$ cat src/pkg/fan_thermal_regs.vh
// register map, field layout, reset values and timing of the fan block
`ifndef FAN_THERMAL_REGS_VH
`define FAN_THERMAL_REGS_VH

// ==================================================
// register indices
`define R_VOLT 8'h20
`define R_TEMP1 8'h27
`define R_CNT1 8'h28
`define R_CNT2 8'h29
`define R_CNT3 8'h2A
`define R_CNT4 8'hBA
`define R_CNT5 8'hBB
`define R_VHI 8'h2B
`define R_VLO 8'h2C
`define R_LIM_A 8'h3B
`define R_LIM_B 8'h3C
`define R_STAT_A 8'h41
`define R_STAT_B 8'h42
`define R_DIV_A 8'h47
`define R_DIV_B 8'h4B
`define R_DIV_C 8'h5D
`define R_SF_MODE 8'h5C
`define R_WARN 8'h5E
`define R_DUTY1 8'h81
`define R_DUTY2 8'h83
`define R_DUTY3 8'h94
`define R_DUTY4 8'h9E
`define R_DUTY5 8'h9F
`define R_TARGET 8'h85
`define R_TOL 8'h88
`define R_START 8'h8B
`define R_FLOOR 8'h8E
`define R_TEMP2_HI 8'hC0
`define R_TEMP2_LO 8'hC1
`define R_TEMP3_HI 8'hC8
`define R_TEMP3_LO 8'hC9
`define R_OT_LIM 8'hD0
`define R_HYST 8'hD3
`define R_TMODE 8'hD6

// ==================================================
// fields and reset values
`define DUTY_RESET 8'hFF
`define DIV_RESET 3'h1
`define CNT_MAX 8'hFF
`define PWM_TOP 8'hFE
`define HALF_BIT 7
`define SF_TEMP 2'h1
`define SF_COUNT 2'h2

// ==================================================
// timing
`define CLK_PERIOD_NS 25
`define TACH_TICK_NS 44444
`define TACH_TICK_CYCLES (`TACH_TICK_NS / `CLK_PERIOD_NS)
`define STEP_TIME_MS 100
`define STEP_CYCLES (`STEP_TIME_MS * 1000000 / `CLK_PERIOD_NS)

`endif

$ cat src/hdl/fan_pwm.v
// one fan drive output, duty over 255
`timescale 1ns/1ps
`include "fan_thermal_regs.vh"

module fan_pwm (
  input wire mclk, // system clock
  input wire rst_n, // async reset, active low
  input wire [7:0] duty, // high time in 1/255 steps
  output reg drive // drive pin level
);

reg [7:0] phase;

// ==================================================
// 255 phases so that all ones gives a steady high
always @(posedge mclk or negedge rst_n)
begin
  if (!rst_n)
  begin
    phase <= 8'h00;
    drive <= 1'b1;
  end
  else
  begin
    phase <= (phase == `PWM_TOP) ? 8'h00 : phase + 8'h01;
    drive <= (phase < duty);
  end
end

endmodule // fan_pwm

$ cat src/hdl/fan_thermal_control_alerts.v
// fan control, smart fan loops, temperature readout and alert logic
`timescale 1ns/1ps
`include "fan_thermal_regs.vh"

module fan_thermal_control_alerts #(
  parameter [23:0] STEP_CYCLES = `STEP_CYCLES
) (
  input wire mclk, // system clock, 40 MHz
  input wire rst_n, // async reset, active low
  input wire [7:0] reg_addr, // register index
  input wire [7:0] reg_wdata, // write data
  input wire reg_wr, // write strobe
  input wire reg_rd, // read strobe
  output reg [7:0] reg_rdata, // read data, next cycle
  input wire [4:0] tach_in, // tach pins
  input wire conv_done, // new readings valid
  input wire [7:0] volt_value, // monitored voltage
  input wire [7:0] temp1_value, // sensor one, whole degrees
  input wire [8:0] temp2_value, // sensor two, half degrees
  input wire [8:0] temp3_value, // sensor three, half degrees
  output wire [4:0] fan_drive_out, // drive pins
  output reg sys_mgmt_interrupt_out_n, // event pulse, low
  output reg irq_out, // level interrupt
  output reg [2:0] fan_full_warn // loop at full, still hot
);

// ==================================================
// helpers
function [9:0] ext;
  input [7:0] v;
  input sgn;
  begin
    ext = sgn ? {{2{v[7]}}, v} : {2'b00, v};
  end
endfunction

function above;
  input [7:0] v;
  input [7:0] tg;
  input [7:0] tl;
  input sgn;
  begin
    above = $signed(ext(v, sgn)) > $signed(ext(tg, sgn) + {2'b00, tl});
  end
endfunction

function below;
  input [7:0] v;
  input [7:0] tg;
  input [7:0] tl;
  input sgn;
  begin
    below = $signed(ext(v, sgn) + {2'b00, tl}) < $signed(ext(tg, sgn));
  end
endfunction

// ==================================================
// state
reg [7:0] duty [0:4];
reg [2:0] div_sel [0:4];
reg [7:0] sf_target [0:2];
reg [7:0] sf_tol [0:2];
reg [7:0] sf_start [0:2];
reg [7:0] sf_floor [0:2];
reg [7:0] ot_lim [0:2];
reg [7:0] hyst_limit [0:2];
reg [5:0] sf_mode;
reg [2:0] engaged;
reg [2:0] tmode;
reg [7:0] lim_a;
reg [7:0] lim_b;
reg [7:0] volt_hi;
reg [7:0] volt_lo;
reg [7:0] volt_rd;
reg [7:0] t1_rd;
reg [8:0] t2_rd;
reg [8:0] t3_rd;
reg [2:0] hot;
reg v_out;
reg [1:0] fan_over;
reg [2:0] stat_a;
reg [2:0] stat_b;
reg rd_a;
reg rd_b;
reg [23:0] step_cnt;
reg [10:0] base_cnt;
wire [7:0] fan_cnt [0:4];
wire [7:0] tdeg [0:2];
wire step_tick = (step_cnt == STEP_CYCLES - 24'h1);
wire base_tick = (base_cnt == `TACH_TICK_CYCLES - 1);
integer k;
integer m;
integer r;

// sensor one is whole degrees, others drop the half bit
assign tdeg[0] = t1_rd;
assign tdeg[1] = t2_rd[8:1];
assign tdeg[2] = t3_rd[8:1];

// ==================================================
// tach channels and drive outputs
genvar g;
generate
  for (g = 0; g < 5; g = g + 1)
  begin : chan
    tach_counter tach (
      .mclk(mclk),
      .rst_n(rst_n),
      .base_tick(base_tick),
      .div_sel(div_sel[g]),
      .tach_pin(tach_in[g]),
      .count(fan_cnt[g])
    );
    fan_pwm pwm (
      .mclk(mclk),
      .rst_n(rst_n),
      .duty(duty[g]),
      .drive(fan_drive_out[g])
    );
  end
endgenerate

// ==================================================
// time bases
always @(posedge mclk or negedge rst_n)
begin
  if (!rst_n)
  begin
    step_cnt <= 24'h0;
    base_cnt <= 11'h0;
  end
  else
  begin
    step_cnt <= step_tick ? 24'h0 : step_cnt + 24'h1;
    base_cnt <= base_tick ? 11'h0 : base_cnt + 11'h1;
  end
end

// ==================================================
// configuration writes and smart fan loops
// hardware steps land after software writes, so a loop wins
always @(posedge mclk or negedge rst_n)
begin
  if (!rst_n)
  begin
    for (k = 0; k < 5; k = k + 1)
    begin
      duty[k] <= `DUTY_RESET;
      div_sel[k] <= `DIV_RESET;
    end
    for (k = 0; k < 3; k = k + 1)
    begin
      sf_target[k] <= 8'h00;
      sf_tol[k] <= 8'h00;
      sf_start[k] <= 8'h00;
      sf_floor[k] <= 8'h00;
      ot_lim[k] <= 8'h7F;
      hyst_limit[k] <= 8'h7F;
    end
    sf_mode <= 6'h00;
    engaged <= 3'h0;
    fan_full_warn <= 3'h0;
    tmode <= 3'h0;
    lim_a <= 8'hFF;
    lim_b <= 8'hFF;
    volt_hi <= 8'hFF;
    volt_lo <= 8'h00;
  end
  else
  begin
    if (reg_wr)
    begin
      case (reg_addr)
        `R_DUTY1: duty[0] <= reg_wdata;
        `R_DUTY2: duty[1] <= reg_wdata;
        `R_DUTY3: duty[2] <= reg_wdata;
        `R_DUTY4: duty[3] <= reg_wdata;
        `R_DUTY5: duty[4] <= reg_wdata;
        `R_DIV_A:
        begin
          div_sel[0] <= reg_wdata[2:0];
          div_sel[1] <= reg_wdata[6:4];
        end
        `R_DIV_B:
        begin
          div_sel[2] <= reg_wdata[2:0];
          div_sel[3] <= reg_wdata[6:4];
        end
        `R_DIV_C: div_sel[4] <= reg_wdata[2:0];
        `R_SF_MODE: sf_mode <= reg_wdata[5:0];
        `R_LIM_A: lim_a <= reg_wdata;
        `R_LIM_B: lim_b <= reg_wdata;
        `R_VHI: volt_hi <= reg_wdata;
        `R_VLO: volt_lo <= reg_wdata;
        `R_TMODE: tmode <= reg_wdata[2:0];
        default:
        begin
          for (k = 0; k < 3; k = k + 1)
          begin
            if (reg_addr == `R_TARGET + k)
              sf_target[k] <= reg_wdata;
            if (reg_addr == `R_TOL + k)
              sf_tol[k] <= reg_wdata;
            if (reg_addr == `R_START + k)
              sf_start[k] <= reg_wdata;
            if (reg_addr == `R_FLOOR + k)
              sf_floor[k] <= reg_wdata;
            if (reg_addr == `R_OT_LIM + k)
              ot_lim[k] <= reg_wdata;
            if (reg_addr == `R_HYST + k)
              hyst_limit[k] <= reg_wdata;
          end
        end
      endcase
    end
    for (k = 0; k < 3; k = k + 1)
    begin
      if (step_tick)
      begin
        case (sf_mode[2*k +: 2])
          `SF_TEMP:
          begin
            if (!engaged[k])
            begin
              fan_full_warn[k] <= 1'b0;
              if (above(tdeg[k], sf_target[k], sf_tol[k], 1'b1))
              begin
                engaged[k] <= 1'b1;
                duty[k] <= sf_start[k];
              end
              else
                duty[k] <= sf_floor[k];
            end
            else if (above(tdeg[k], sf_target[k], sf_tol[k], 1'b1))
            begin
              if (duty[k] == 8'hFF)
                fan_full_warn[k] <= 1'b1;
              else
                duty[k] <= duty[k] + 8'h01;
            end
            else if (below(tdeg[k], sf_target[k], sf_tol[k], 1'b1))
            begin
              fan_full_warn[k] <= 1'b0;
              // at the floor the loop re-arms for the start jump
              if (duty[k] > sf_floor[k])
                duty[k] <= duty[k] - 8'h01;
              else
                engaged[k] <= 1'b0;
            end
            else
              fan_full_warn[k] <= 1'b0;
          end
          `SF_COUNT:
          begin
            engaged[k] <= 1'b0;
            fan_full_warn[k] <= 1'b0;
            if (above(fan_cnt[k], sf_target[k], sf_tol[k], 1'b0))
            begin
              if (duty[k] != 8'hFF)
                duty[k] <= duty[k] + 8'h01;
            end
            else if (below(fan_cnt[k], sf_target[k], sf_tol[k], 1'b0))
            begin
              if (duty[k] != 8'h00)
                duty[k] <= duty[k] - 8'h01;
            end
            else
              duty[k] <= duty[k];
          end
          default:
          begin
            engaged[k] <= 1'b0;
            fan_full_warn[k] <= 1'b0;
          end
        endcase
      end
    end
  end
end

// ==================================================
// limit events
wire [8:0] tnew [0:2];
assign tnew[0] = {temp1_value, 1'b0};
assign tnew[1] = temp2_value;
assign tnew[2] = temp3_value;

reg [2:0] hot_nx;
reg [2:0] ev_t;
always @*
begin
  for (m = 0; m < 3; m = m + 1)
  begin
    if ($signed(tnew[m]) > $signed({ot_lim[m], 1'b0}))
      hot_nx[m] = 1'b1;
    else if ($signed(tnew[m]) < $signed({hyst_limit[m], 1'b0}))
      hot_nx[m] = 1'b0;
    else
      hot_nx[m] = hot[m];
    // two-event mode fires on changes, comparator on every hot sample
    if (tmode[m])
      ev_t[m] = conv_done & (hot_nx[m] ^ hot[m]);
    else
      ev_t[m] = conv_done & hot_nx[m];
  end
end

wire v_now = (volt_value > volt_hi) || (volt_value < volt_lo);
wire ev_v = conv_done & v_now & ~v_out;
wire [1:0] fo_now = {fan_cnt[1] > lim_b, fan_cnt[0] > lim_a};
wire [1:0] ev_f = {2{conv_done}} & (fo_now ^ fan_over);

// clear only once both status registers have been read
wire rda_now = reg_rd && (reg_addr == `R_STAT_A);
wire rdb_now = reg_rd && (reg_addr == `R_STAT_B);
wire both = (rd_a | rda_now) & (rd_b | rdb_now);
wire [2:0] keep_a = both ? 3'h0 : stat_a;
wire [2:0] keep_b = both ? 3'h0 : stat_b;
wire [2:0] ev_a = {ev_f, ev_v};
// a pending bit blocks its own new event, set wins over clear
wire [2:0] new_a = ev_a & ~keep_a;
wire [2:0] new_b = ev_t & ~keep_b;

// ==================================================
// readings, status and interrupt outputs
always @(posedge mclk or negedge rst_n)
begin
  if (!rst_n)
  begin
    volt_rd <= 8'h00;
    t1_rd <= 8'h00;
    t2_rd <= 9'h000;
    t3_rd <= 9'h000;
    hot <= 3'h0;
    v_out <= 1'b0;
    fan_over <= 2'h0;
    stat_a <= 3'h0;
    stat_b <= 3'h0;
    rd_a <= 1'b0;
    rd_b <= 1'b0;
    sys_mgmt_interrupt_out_n <= 1'b1;
    irq_out <= 1'b0;
  end
  else
  begin
    if (conv_done)
    begin
      volt_rd <= volt_value;
      t1_rd <= temp1_value;
      t2_rd <= temp2_value;
      t3_rd <= temp3_value;
      hot <= hot_nx;
      v_out <= v_now;
      fan_over <= fo_now;
    end
    rd_a <= both ? 1'b0 : (rd_a | rda_now);
    rd_b <= both ? 1'b0 : (rd_b | rdb_now);
    stat_a <= keep_a | ev_a;
    stat_b <= keep_b | ev_t;
    sys_mgmt_interrupt_out_n <= ~(|new_a | |new_b);
    irq_out <= |(keep_a | ev_a) | |(keep_b | ev_t);
  end
end

// ==================================================
// register reads
always @(posedge mclk or negedge rst_n)
begin
  if (!rst_n)
    reg_rdata <= 8'h00;
  else if (reg_rd)
  begin
    case (reg_addr)
      `R_VOLT: reg_rdata <= volt_rd;
      `R_TEMP1: reg_rdata <= t1_rd;
      `R_TEMP2_HI: reg_rdata <= t2_rd[8:1];
      `R_TEMP2_LO: reg_rdata <= {t2_rd[0], 7'h00};
      `R_TEMP3_HI: reg_rdata <= t3_rd[8:1];
      `R_TEMP3_LO: reg_rdata <= {t3_rd[0], 7'h00};
      `R_CNT1: reg_rdata <= fan_cnt[0];
      `R_CNT2: reg_rdata <= fan_cnt[1];
      `R_CNT3: reg_rdata <= fan_cnt[2];
      `R_CNT4: reg_rdata <= fan_cnt[3];
      `R_CNT5: reg_rdata <= fan_cnt[4];
      `R_DUTY1: reg_rdata <= duty[0];
      `R_DUTY2: reg_rdata <= duty[1];
      `R_DUTY3: reg_rdata <= duty[2];
      `R_DUTY4: reg_rdata <= duty[3];
      `R_DUTY5: reg_rdata <= duty[4];
      `R_DIV_A: reg_rdata <= {1'b0, div_sel[1], 1'b0, div_sel[0]};
      `R_DIV_B: reg_rdata <= {1'b0, div_sel[3], 1'b0, div_sel[2]};
      `R_DIV_C: reg_rdata <= {5'h00, div_sel[4]};
      `R_SF_MODE: reg_rdata <= {2'b00, sf_mode};
      `R_WARN: reg_rdata <= {5'h00, fan_full_warn};
      `R_LIM_A: reg_rdata <= lim_a;
      `R_LIM_B: reg_rdata <= lim_b;
      `R_VHI: reg_rdata <= volt_hi;
      `R_VLO: reg_rdata <= volt_lo;
      `R_STAT_A: reg_rdata <= {5'h00, stat_a};
      `R_STAT_B: reg_rdata <= {5'h00, stat_b};
      `R_TMODE: reg_rdata <= {5'h00, tmode};
      default:
      begin
        reg_rdata <= 8'h00;
        for (r = 0; r < 3; r = r + 1)
        begin
          if (reg_addr == `R_TARGET + r)
            reg_rdata <= sf_target[r];
          if (reg_addr == `R_TOL + r)
            reg_rdata <= sf_tol[r];
          if (reg_addr == `R_START + r)
            reg_rdata <= sf_start[r];
          if (reg_addr == `R_FLOOR + r)
            reg_rdata <= sf_floor[r];
          if (reg_addr == `R_OT_LIM + r)
            reg_rdata <= ot_lim[r];
          if (reg_addr == `R_HYST + r)
            reg_rdata <= hyst_limit[r];
        end
      end
    endcase
  end
end

endmodule // fan_thermal_control_alerts

$ cat src/hdl/tach_counter.v
// one tachometer channel: revolution period counter with divisor
`timescale 1ns/1ps
`include "fan_thermal_regs.vh"

module tach_counter (
  input wire mclk, // system clock
  input wire rst_n, // async reset, active low
  input wire base_tick, // 22.5 kHz base rate pulse
  input wire [2:0] div_sel, // divisor is two to this power
  input wire tach_pin, // raw tach pin
  output reg [7:0] count // last revolution count
);

reg s1;
reg s2;
reg s3;
reg half;
reg [6:0] pre;
reg [7:0] run;
wire rise = s2 & ~s3;
wire [7:0] pre_top = (8'h01 << div_sel) - 8'h01;
wire tick = base_tick && ({1'b0, pre} == pre_top);

// ==================================================
// count base ticks over two tach pulses, one revolution
always @(posedge mclk or negedge rst_n)
begin
  if (!rst_n)
  begin
    // tach lines idle high on their pull-ups: no false edge at release
    s1 <= 1'b1;
    s2 <= 1'b1;
    s3 <= 1'b1;
    half <= 1'b0;
    pre <= 7'h00;
    run <= 8'h00;
    count <= 8'h00;
  end
  else
  begin
    s1 <= tach_pin;
    s2 <= s1;
    s3 <= s2;
    if (base_tick)
      pre <= tick ? 7'h00 : pre + 7'h01;
    if (rise)
    begin
      half <= ~half;
      if (half)
      begin
        count <= run;
        run <= 8'h00;
      end
    end
    else if (tick)
    begin
      if (run != `CNT_MAX)
        run <= run + 8'h01;
      else
        count <= `CNT_MAX;
    end
  end
end

endmodule // tach_counter

$ cat config.mk
export PLATFORM = sky130hd
export DESIGN_NAME = fan_thermal_control_alerts
export DESIGN_NICKNAME = d
export VERILOG_FILES = /design/src/hdl/fan_pwm.v /design/src/hdl/fan_thermal_control_alerts.v /design/src/hdl/tach_counter.v
export VERILOG_INCLUDE_DIRS = /design/src /design/src/pkg
export SDC_FILE = /design/constraint.sdc
export NUM_CORES = 2
export LEC_CHECK = 0
export BUFFER_PORTS_ARGS = -buffer_cell sky130_fd_sc_hd__buf_2
export CAP_MARGIN = 5
export CORE_MARGIN = 2
export CORE_UTILIZATION = 30
export DETAILED_ROUTE_END_ITERATION = 10
export PLACE_DENSITY_LB_ADDON = 0.25
export SYNTH_ARGS = -nofsm -noshare
export SYNTH_HDL_FRONTEND = slang
export SYNTH_SLANG_ARGS = --single-unit
$ cat constraint.sdc
create_clock -name mclk -period 6.9 [get_ports mclk]
set_input_delay 0.69 -clock mclk [delete_from_list [all_inputs] [get_ports mclk]]
set_output_delay 0.69 -clock mclk [all_outputs]
set_load 0.02 [all_outputs]
==> flow_results.xml <==
<?xml version="1.0" encoding="UTF-8"?>
<metrics>
  <group name="layout">
    <metric name="post_layout_instance_area" unit="sq um">41400</metric>
    <metric name="area.growth.synth_to_final" unit="%">12.6</metric>
    <metric name="layoutNonFillerInstCount" unit="">5750</metric>
    <metric name="finalNetCount" unit="">4482</metric>
    <metric name="drive_gt1_frac" unit="">0.143</metric>
    <metric name="fin_util" unit="">0.340</metric>
  </group>
  <group name="synth">
    <metric name="async_reset_ff_frac" unit="">1.00</metric>
    <metric name="synthesis_stage_register_bit_count" unit="">519</metric>
    <metric name="synth_enable_flop_cells" unit="">0</metric>
    <metric name="mappedNetlistArea" unit="sq um">36800</metric>
    <metric name="yosys.cell_types.count" unit="">94</metric>
    <metric name="syn-instance-count" unit="">4049</metric>
    <metric name="synth_mux_area_frac" unit="">0.0611</metric>
    <metric name="yosys.area_share.simple" unit="">0.158</metric>
    <metric name="synth_xor_xnor_area_share" unit="">0.0417</metric>
    <metric name="yosys.area_share.adder" unit="">0.125</metric>
    <metric name="mappedNetlistNets" unit="">4471</metric>
    <metric name="main_flop_type_after_synthesis" unit="">sky130_fd_sc_hd__dfrtp_1</metric>
    <metric name="seq_area_frac_synth" unit="">0.358</metric>
    <metric name="combinational_family_with_the_most_area_after_synthesis" unit="">compound AO/OA/AOI/OAI gates</metric>
    <metric name="synthesis.area_per_instance" unit="sq um">9.08</metric>
    <metric name="synth_compound_area_frac" unit="">0.207</metric>
    <metric name="yosysWarningCount" unit="">0</metric>
  </group>
  <group name="critical_path">
    <metric name="critical_path.cell_chain" unit="">ha_1, a21o_1, a21oi_1, o21bai_1, a21oi_1, o21bai_1, a21oi_1, o21bai_1, xnor2_1, ha_1, nor4b_1, inv_1, a2111oi_4, a21o_1, mux2i_1, o22ai_1, a311oi_1, a31oi_1</metric>
    <metric name="crit_path_end_kind" unit="">flop</metric>
    <metric name="critPathArrivalTime" unit="ns">5.47</metric>
    <metric name="worstPathMaxFanout" unit="">16</metric>
    <metric name="cp_slowest_cell" unit="">sky130_fd_sc_hd__a21o_1</metric>
    <metric name="worst_ep_required_time" unit="ns">7.47</metric>
    <metric name="worst_path_dominant_cell_family" unit="">compound AO/OA/AOI/OAI gates</metric>
    <metric name="cp.buffers_inverters" unit="">1</metric>
    <metric name="criticalPathCategory" unit="">reg -&gt; reg</metric>
    <metric name="cpPeakStageDelay" unit="ns">0.58</metric>
    <metric name="critical_path.startpoint_type" unit="">flop</metric>
  </group>
  <group name="die">
    <metric name="die_area" unit="sq um">125000</metric>
    <metric name="die_height" unit="um">354</metric>
    <metric name="row_count" unit="">128</metric>
    <metric name="top_level_i_o_count" unit="">78</metric>
    <metric name="floorplan.initialDensity" unit="">0.302</metric>
    <metric name="floorplan.die.width" unit="um">354</metric>
    <metric name="fp.coreArea" unit="sq um">122000</metric>
  </group>
  <group name="timing">
    <metric name="period_minus_slack" unit="ns">4.90</metric>
    <metric name="timing.final.hold_violations" unit="">0</metric>
    <metric name="period_share" unit="">0.710</metric>
    <metric name="max_slew.worst_pin.slew" unit="ns">1.18</metric>
    <metric name="finalMaxSlewViolations" unit="">0</metric>
    <metric name="setup_viol" unit="">0</metric>
    <metric name="fmax" unit="MHz">204</metric>
    <metric name="slew_headroom" unit="">0.206</metric>
    <metric name="finalHoldWorstSlack" unit="ns">0.0319</metric>
    <metric name="rsz0062_at_grt" unit="">no</metric>
    <metric name="timing.clock.skew" unit="ns">0.0273</metric>
    <metric name="final_tns_setup" unit="ns">0</metric>
    <metric name="layout_setup_ws" unit="ns">2.00</metric>
  </group>
  <group name="min_path">
    <metric name="worstHoldPathType" unit="">in -&gt; async</metric>
  </group>
  <group name="cts">
    <metric name="post-cts-setup-buffers" unit="">0</metric>
    <metric name="cts_resized" unit="">0</metric>
    <metric name="clock_sinks" unit="">519</metric>
    <metric name="worst_skew_pair.late_latency" unit="ns">0.67</metric>
    <metric name="cts_tree" unit="">done</metric>
    <metric name="clk_pin_slew_worst_paths" unit="ns">0.06</metric>
    <metric name="cts_hold_bufs" unit="">0</metric>
    <metric name="cell_at_the_root_of_the_clock_tree" unit="">sky130_fd_sc_hd__clkbuf_16</metric>
    <metric name="ctsLongestPathBuffers" unit="">3</metric>
    <metric name="cts_max_level" unit="">3</metric>
    <metric name="cts_inserted_buffers" unit="">69</metric>
  </group>
  <group name="power">
    <metric name="totalPowerFinal" unit="mW">10.2</metric>
    <metric name="cellLeakagePower" unit="nW">17.3</metric>
    <metric name="power_density" unit="nW/um^2">247</metric>
    <metric name="ir_drop" unit="V">0.000180</metric>
  </group>
  <group name="routing">
    <metric name="detail_route.first_pass.iterations" unit="">7</metric>
    <metric name="antenna_left" unit="">0</metric>
    <metric name="wire_per_inst" unit="um">24.4</metric>
    <metric name="detail_route.iter0.violations" unit="">3227</metric>
    <metric name="detail_route.drc_violations" unit="">0</metric>
    <metric name="routed-via-count" unit="">32200</metric>
    <metric name="via_per_inst" unit="">5.60</metric>
    <metric name="routed_wl" unit="um">140000</metric>
  </group>
  <group name="place">
    <metric name="placed_wire_length_estimate" unit="um">105000</metric>
    <metric name="io_buffers" unit="">77</metric>
    <metric name="detailed_place.area" unit="sq um">38900</metric>
    <metric name="place.detailed.instances" unit="">5614</metric>
    <metric name="worst_setup_slack_post_dpl" unit="ns">2.07</metric>
    <metric name="place_congestion" unit="">1.02</metric>
  </group>
  <group name="global_routing">
    <metric name="groute.usage.overall" unit="">0.221</metric>
    <metric name="grt_first_pass_wirelength" unit="um">209000</metric>
    <metric name="maximum_number_of_pins_on_one_net_before_global_route_repair" unit="">146</metric>
    <metric name="first_global_vias" unit="">30600</metric>
    <metric name="antenna_found_initial" unit="">14</metric>
    <metric name="gr_overflow_total" unit="">0</metric>
  </group>
  <group name="run">
    <metric name="total_of_max_cap_violations" unit="">0</metric>
  </group>
  <group name="run_status">
    <metric name="run_status" unit="">completed</metric>
  </group>
</metrics>
per-layer routing:
metal	track usage	vias up	part of all wire
met4	0.0959	8	0.048
li1	-	14900	-
met2	0.322	1235	0.42
met1	0.314	15800	0.46
met3	0.0434	291	0.076
met5	0	-	0.00028
cell usage in the layout (no fill, tap or decap), drive strengths merged, types with 39 or more instances in the layout:
| master | Yosys | routed |
|---|---|---|
| a21o | 59 | 59 |
| a21oi | 223 | 223 |
| a22oi | 47 | 47 |
| buf | 53 | 124 |
| clkbuf | 131 | 105 |
| dfrtp | 387 | 387 |
| dfstp | 132 | 132 |
| ha | 353 | 353 |
| inv | 277 | 281 |
| mux2 | 162 | 162 |
| mux2i | 42 | 42 |
| nand2 | 376 | 376 |
| nand2b | 39 | 39 |
| nand3 | 105 | 105 |
| nand4 | 74 | 74 |
| nor2 | 277 | 277 |
| nor2b | 53 | 53 |
| nor3 | 75 | 75 |
| o21ai | 304 | 304 |
| xnor2 | 112 | 112 |
| xor2 | 63 | 63 |
Yosys cell counts, types with 12 or more instances:
cell type,number,area share
sky130_fd_sc_hd__a211oi_1,36,0.0074
sky130_fd_sc_hd__ha_1,353,0.12
sky130_fd_sc_hd__nor2_1,277,0.028
sky130_fd_sc_hd__mux2i_1,42,0.011
sky130_fd_sc_hd__o211ai_1,34,0.0069
sky130_fd_sc_hd__and3_1,35,0.0060
sky130_fd_sc_hd__a21o_1,59,0.012
sky130_fd_sc_hd__buf_1,18,0.0018
sky130_fd_sc_hd__buf_2,29,0.0039
sky130_fd_sc_hd__or3_1,24,0.0041
sky130_fd_sc_hd__o21a_1,29,0.0059
sky130_fd_sc_hd__a31o_2,17,0.0041
sky130_fd_sc_hd__nand3_1,105,0.014
sky130_fd_sc_hd__mux2_2,162,0.050
sky130_fd_sc_hd__and2_1,15,0.0026
sky130_fd_sc_hd__nand2_1,376,0.038
sky130_fd_sc_hd__o21ai_0,298,0.041
sky130_fd_sc_hd__or4_1,15,0.0031
sky130_fd_sc_hd__clkbuf_1,131,0.013
sky130_fd_sc_hd__nor2b_1,53,0.0090
sky130_fd_sc_hd__a31oi_1,35,0.0060
sky130_fd_sc_hd__o22a_1,31,0.0074
sky130_fd_sc_hd__nand4_1,74,0.013
sky130_fd_sc_hd__o2111ai_1,22,0.0052
sky130_fd_sc_hd__o221ai_1,12,0.0029
sky130_fd_sc_hd__xnor2_1,112,0.027
sky130_fd_sc_hd__nor3_1,70,0.0095
sky130_fd_sc_hd__nor4_1,19,0.0032
sky130_fd_sc_hd__xor2_1,63,0.015
sky130_fd_sc_hd__inv_1,277,0.028
sky130_fd_sc_hd__dfstp_2,132,0.094
sky130_fd_sc_hd__o22ai_1,31,0.0053
sky130_fd_sc_hd__a22oi_1,47,0.0096
sky130_fd_sc_hd__o31ai_1,26,0.0053
sky130_fd_sc_hd__o21bai_1,36,0.0074
sky130_fd_sc_hd__nand2b_1,39,0.0066
sky130_fd_sc_hd__dfrtp_1,387,0.26
sky130_fd_sc_hd__a221oi_1,36,0.0086
sky130_fd_sc_hd__a21oi_1,223,0.030
sky130_fd_sc_hd__a22o_1,33,0.0079
logic make-up (layout without fill, tap and decap cells):
group / Yosys count / in the layout
simple gates: 1181 / 1181
compound gates: 1143 / 1143
flops: 519 / 519
buf+inv: 465 / 533
fa+ha+maj: 362 / 362
mux: 204 / 204
xor+xnor: 175 / 175
other cells: 0 / 8
cell type report:
cell class                      instances  area [sq um]
Multi-Input combinational cell       3065         21800
Fill cell                           12600         80300
Inverter                              281          1050
Sequential cell                       519         13200
Antenna cell                            8          20.0
Clock inverter                         23           422
Tap cell                             1625          2030
Clock buffer                          105          2060
Timing Repair Buffer                  124           786
registers in the layout, summed over array words and instances (netlist names), 9 cells and up:
signal / cells
base_cnt: 11
chan.pwm.phase: 40
chan.tach.count: 40
chan.tach.pre: 35
chan.tach.run: 40
div_sel: 15
duty: 40
hyst_limit: 24
ot_lim: 24
sf_floor: 24
sf_start: 24
sf_target: 24
sf_tol: 24
step_cnt: 24
t2_rd: 9
t3_rd: 9
power breakdown:
part           internal, mW  switching, mW  leakage (nW)
combinational         0.935           1.37          9.68
sequential             3.34          0.638          6.40
clock                  2.42           1.53          1.21
path summary, 6_finish.rpt:
path,from,end,slack [ns],depth (start not counted)
setup / recovery,sf_tol[1],duty[16],2.00,18
hold / removal,rst_n,chan[1].tach.pre[6],0.03,1
setup reg to reg,sf_tol[1],duty[16],2.00,18
hold reg to reg,chan[3].tach.s1,chan[3].tach.s2,0.35,0
max in group asynchronous,rst_n,chan[2].tach.run[0],5.61,2
min in group mclk,tach_in[2],chan[2].tach.s1,0.13,1
Note: power is estimated with default switching activity, not from simulation.
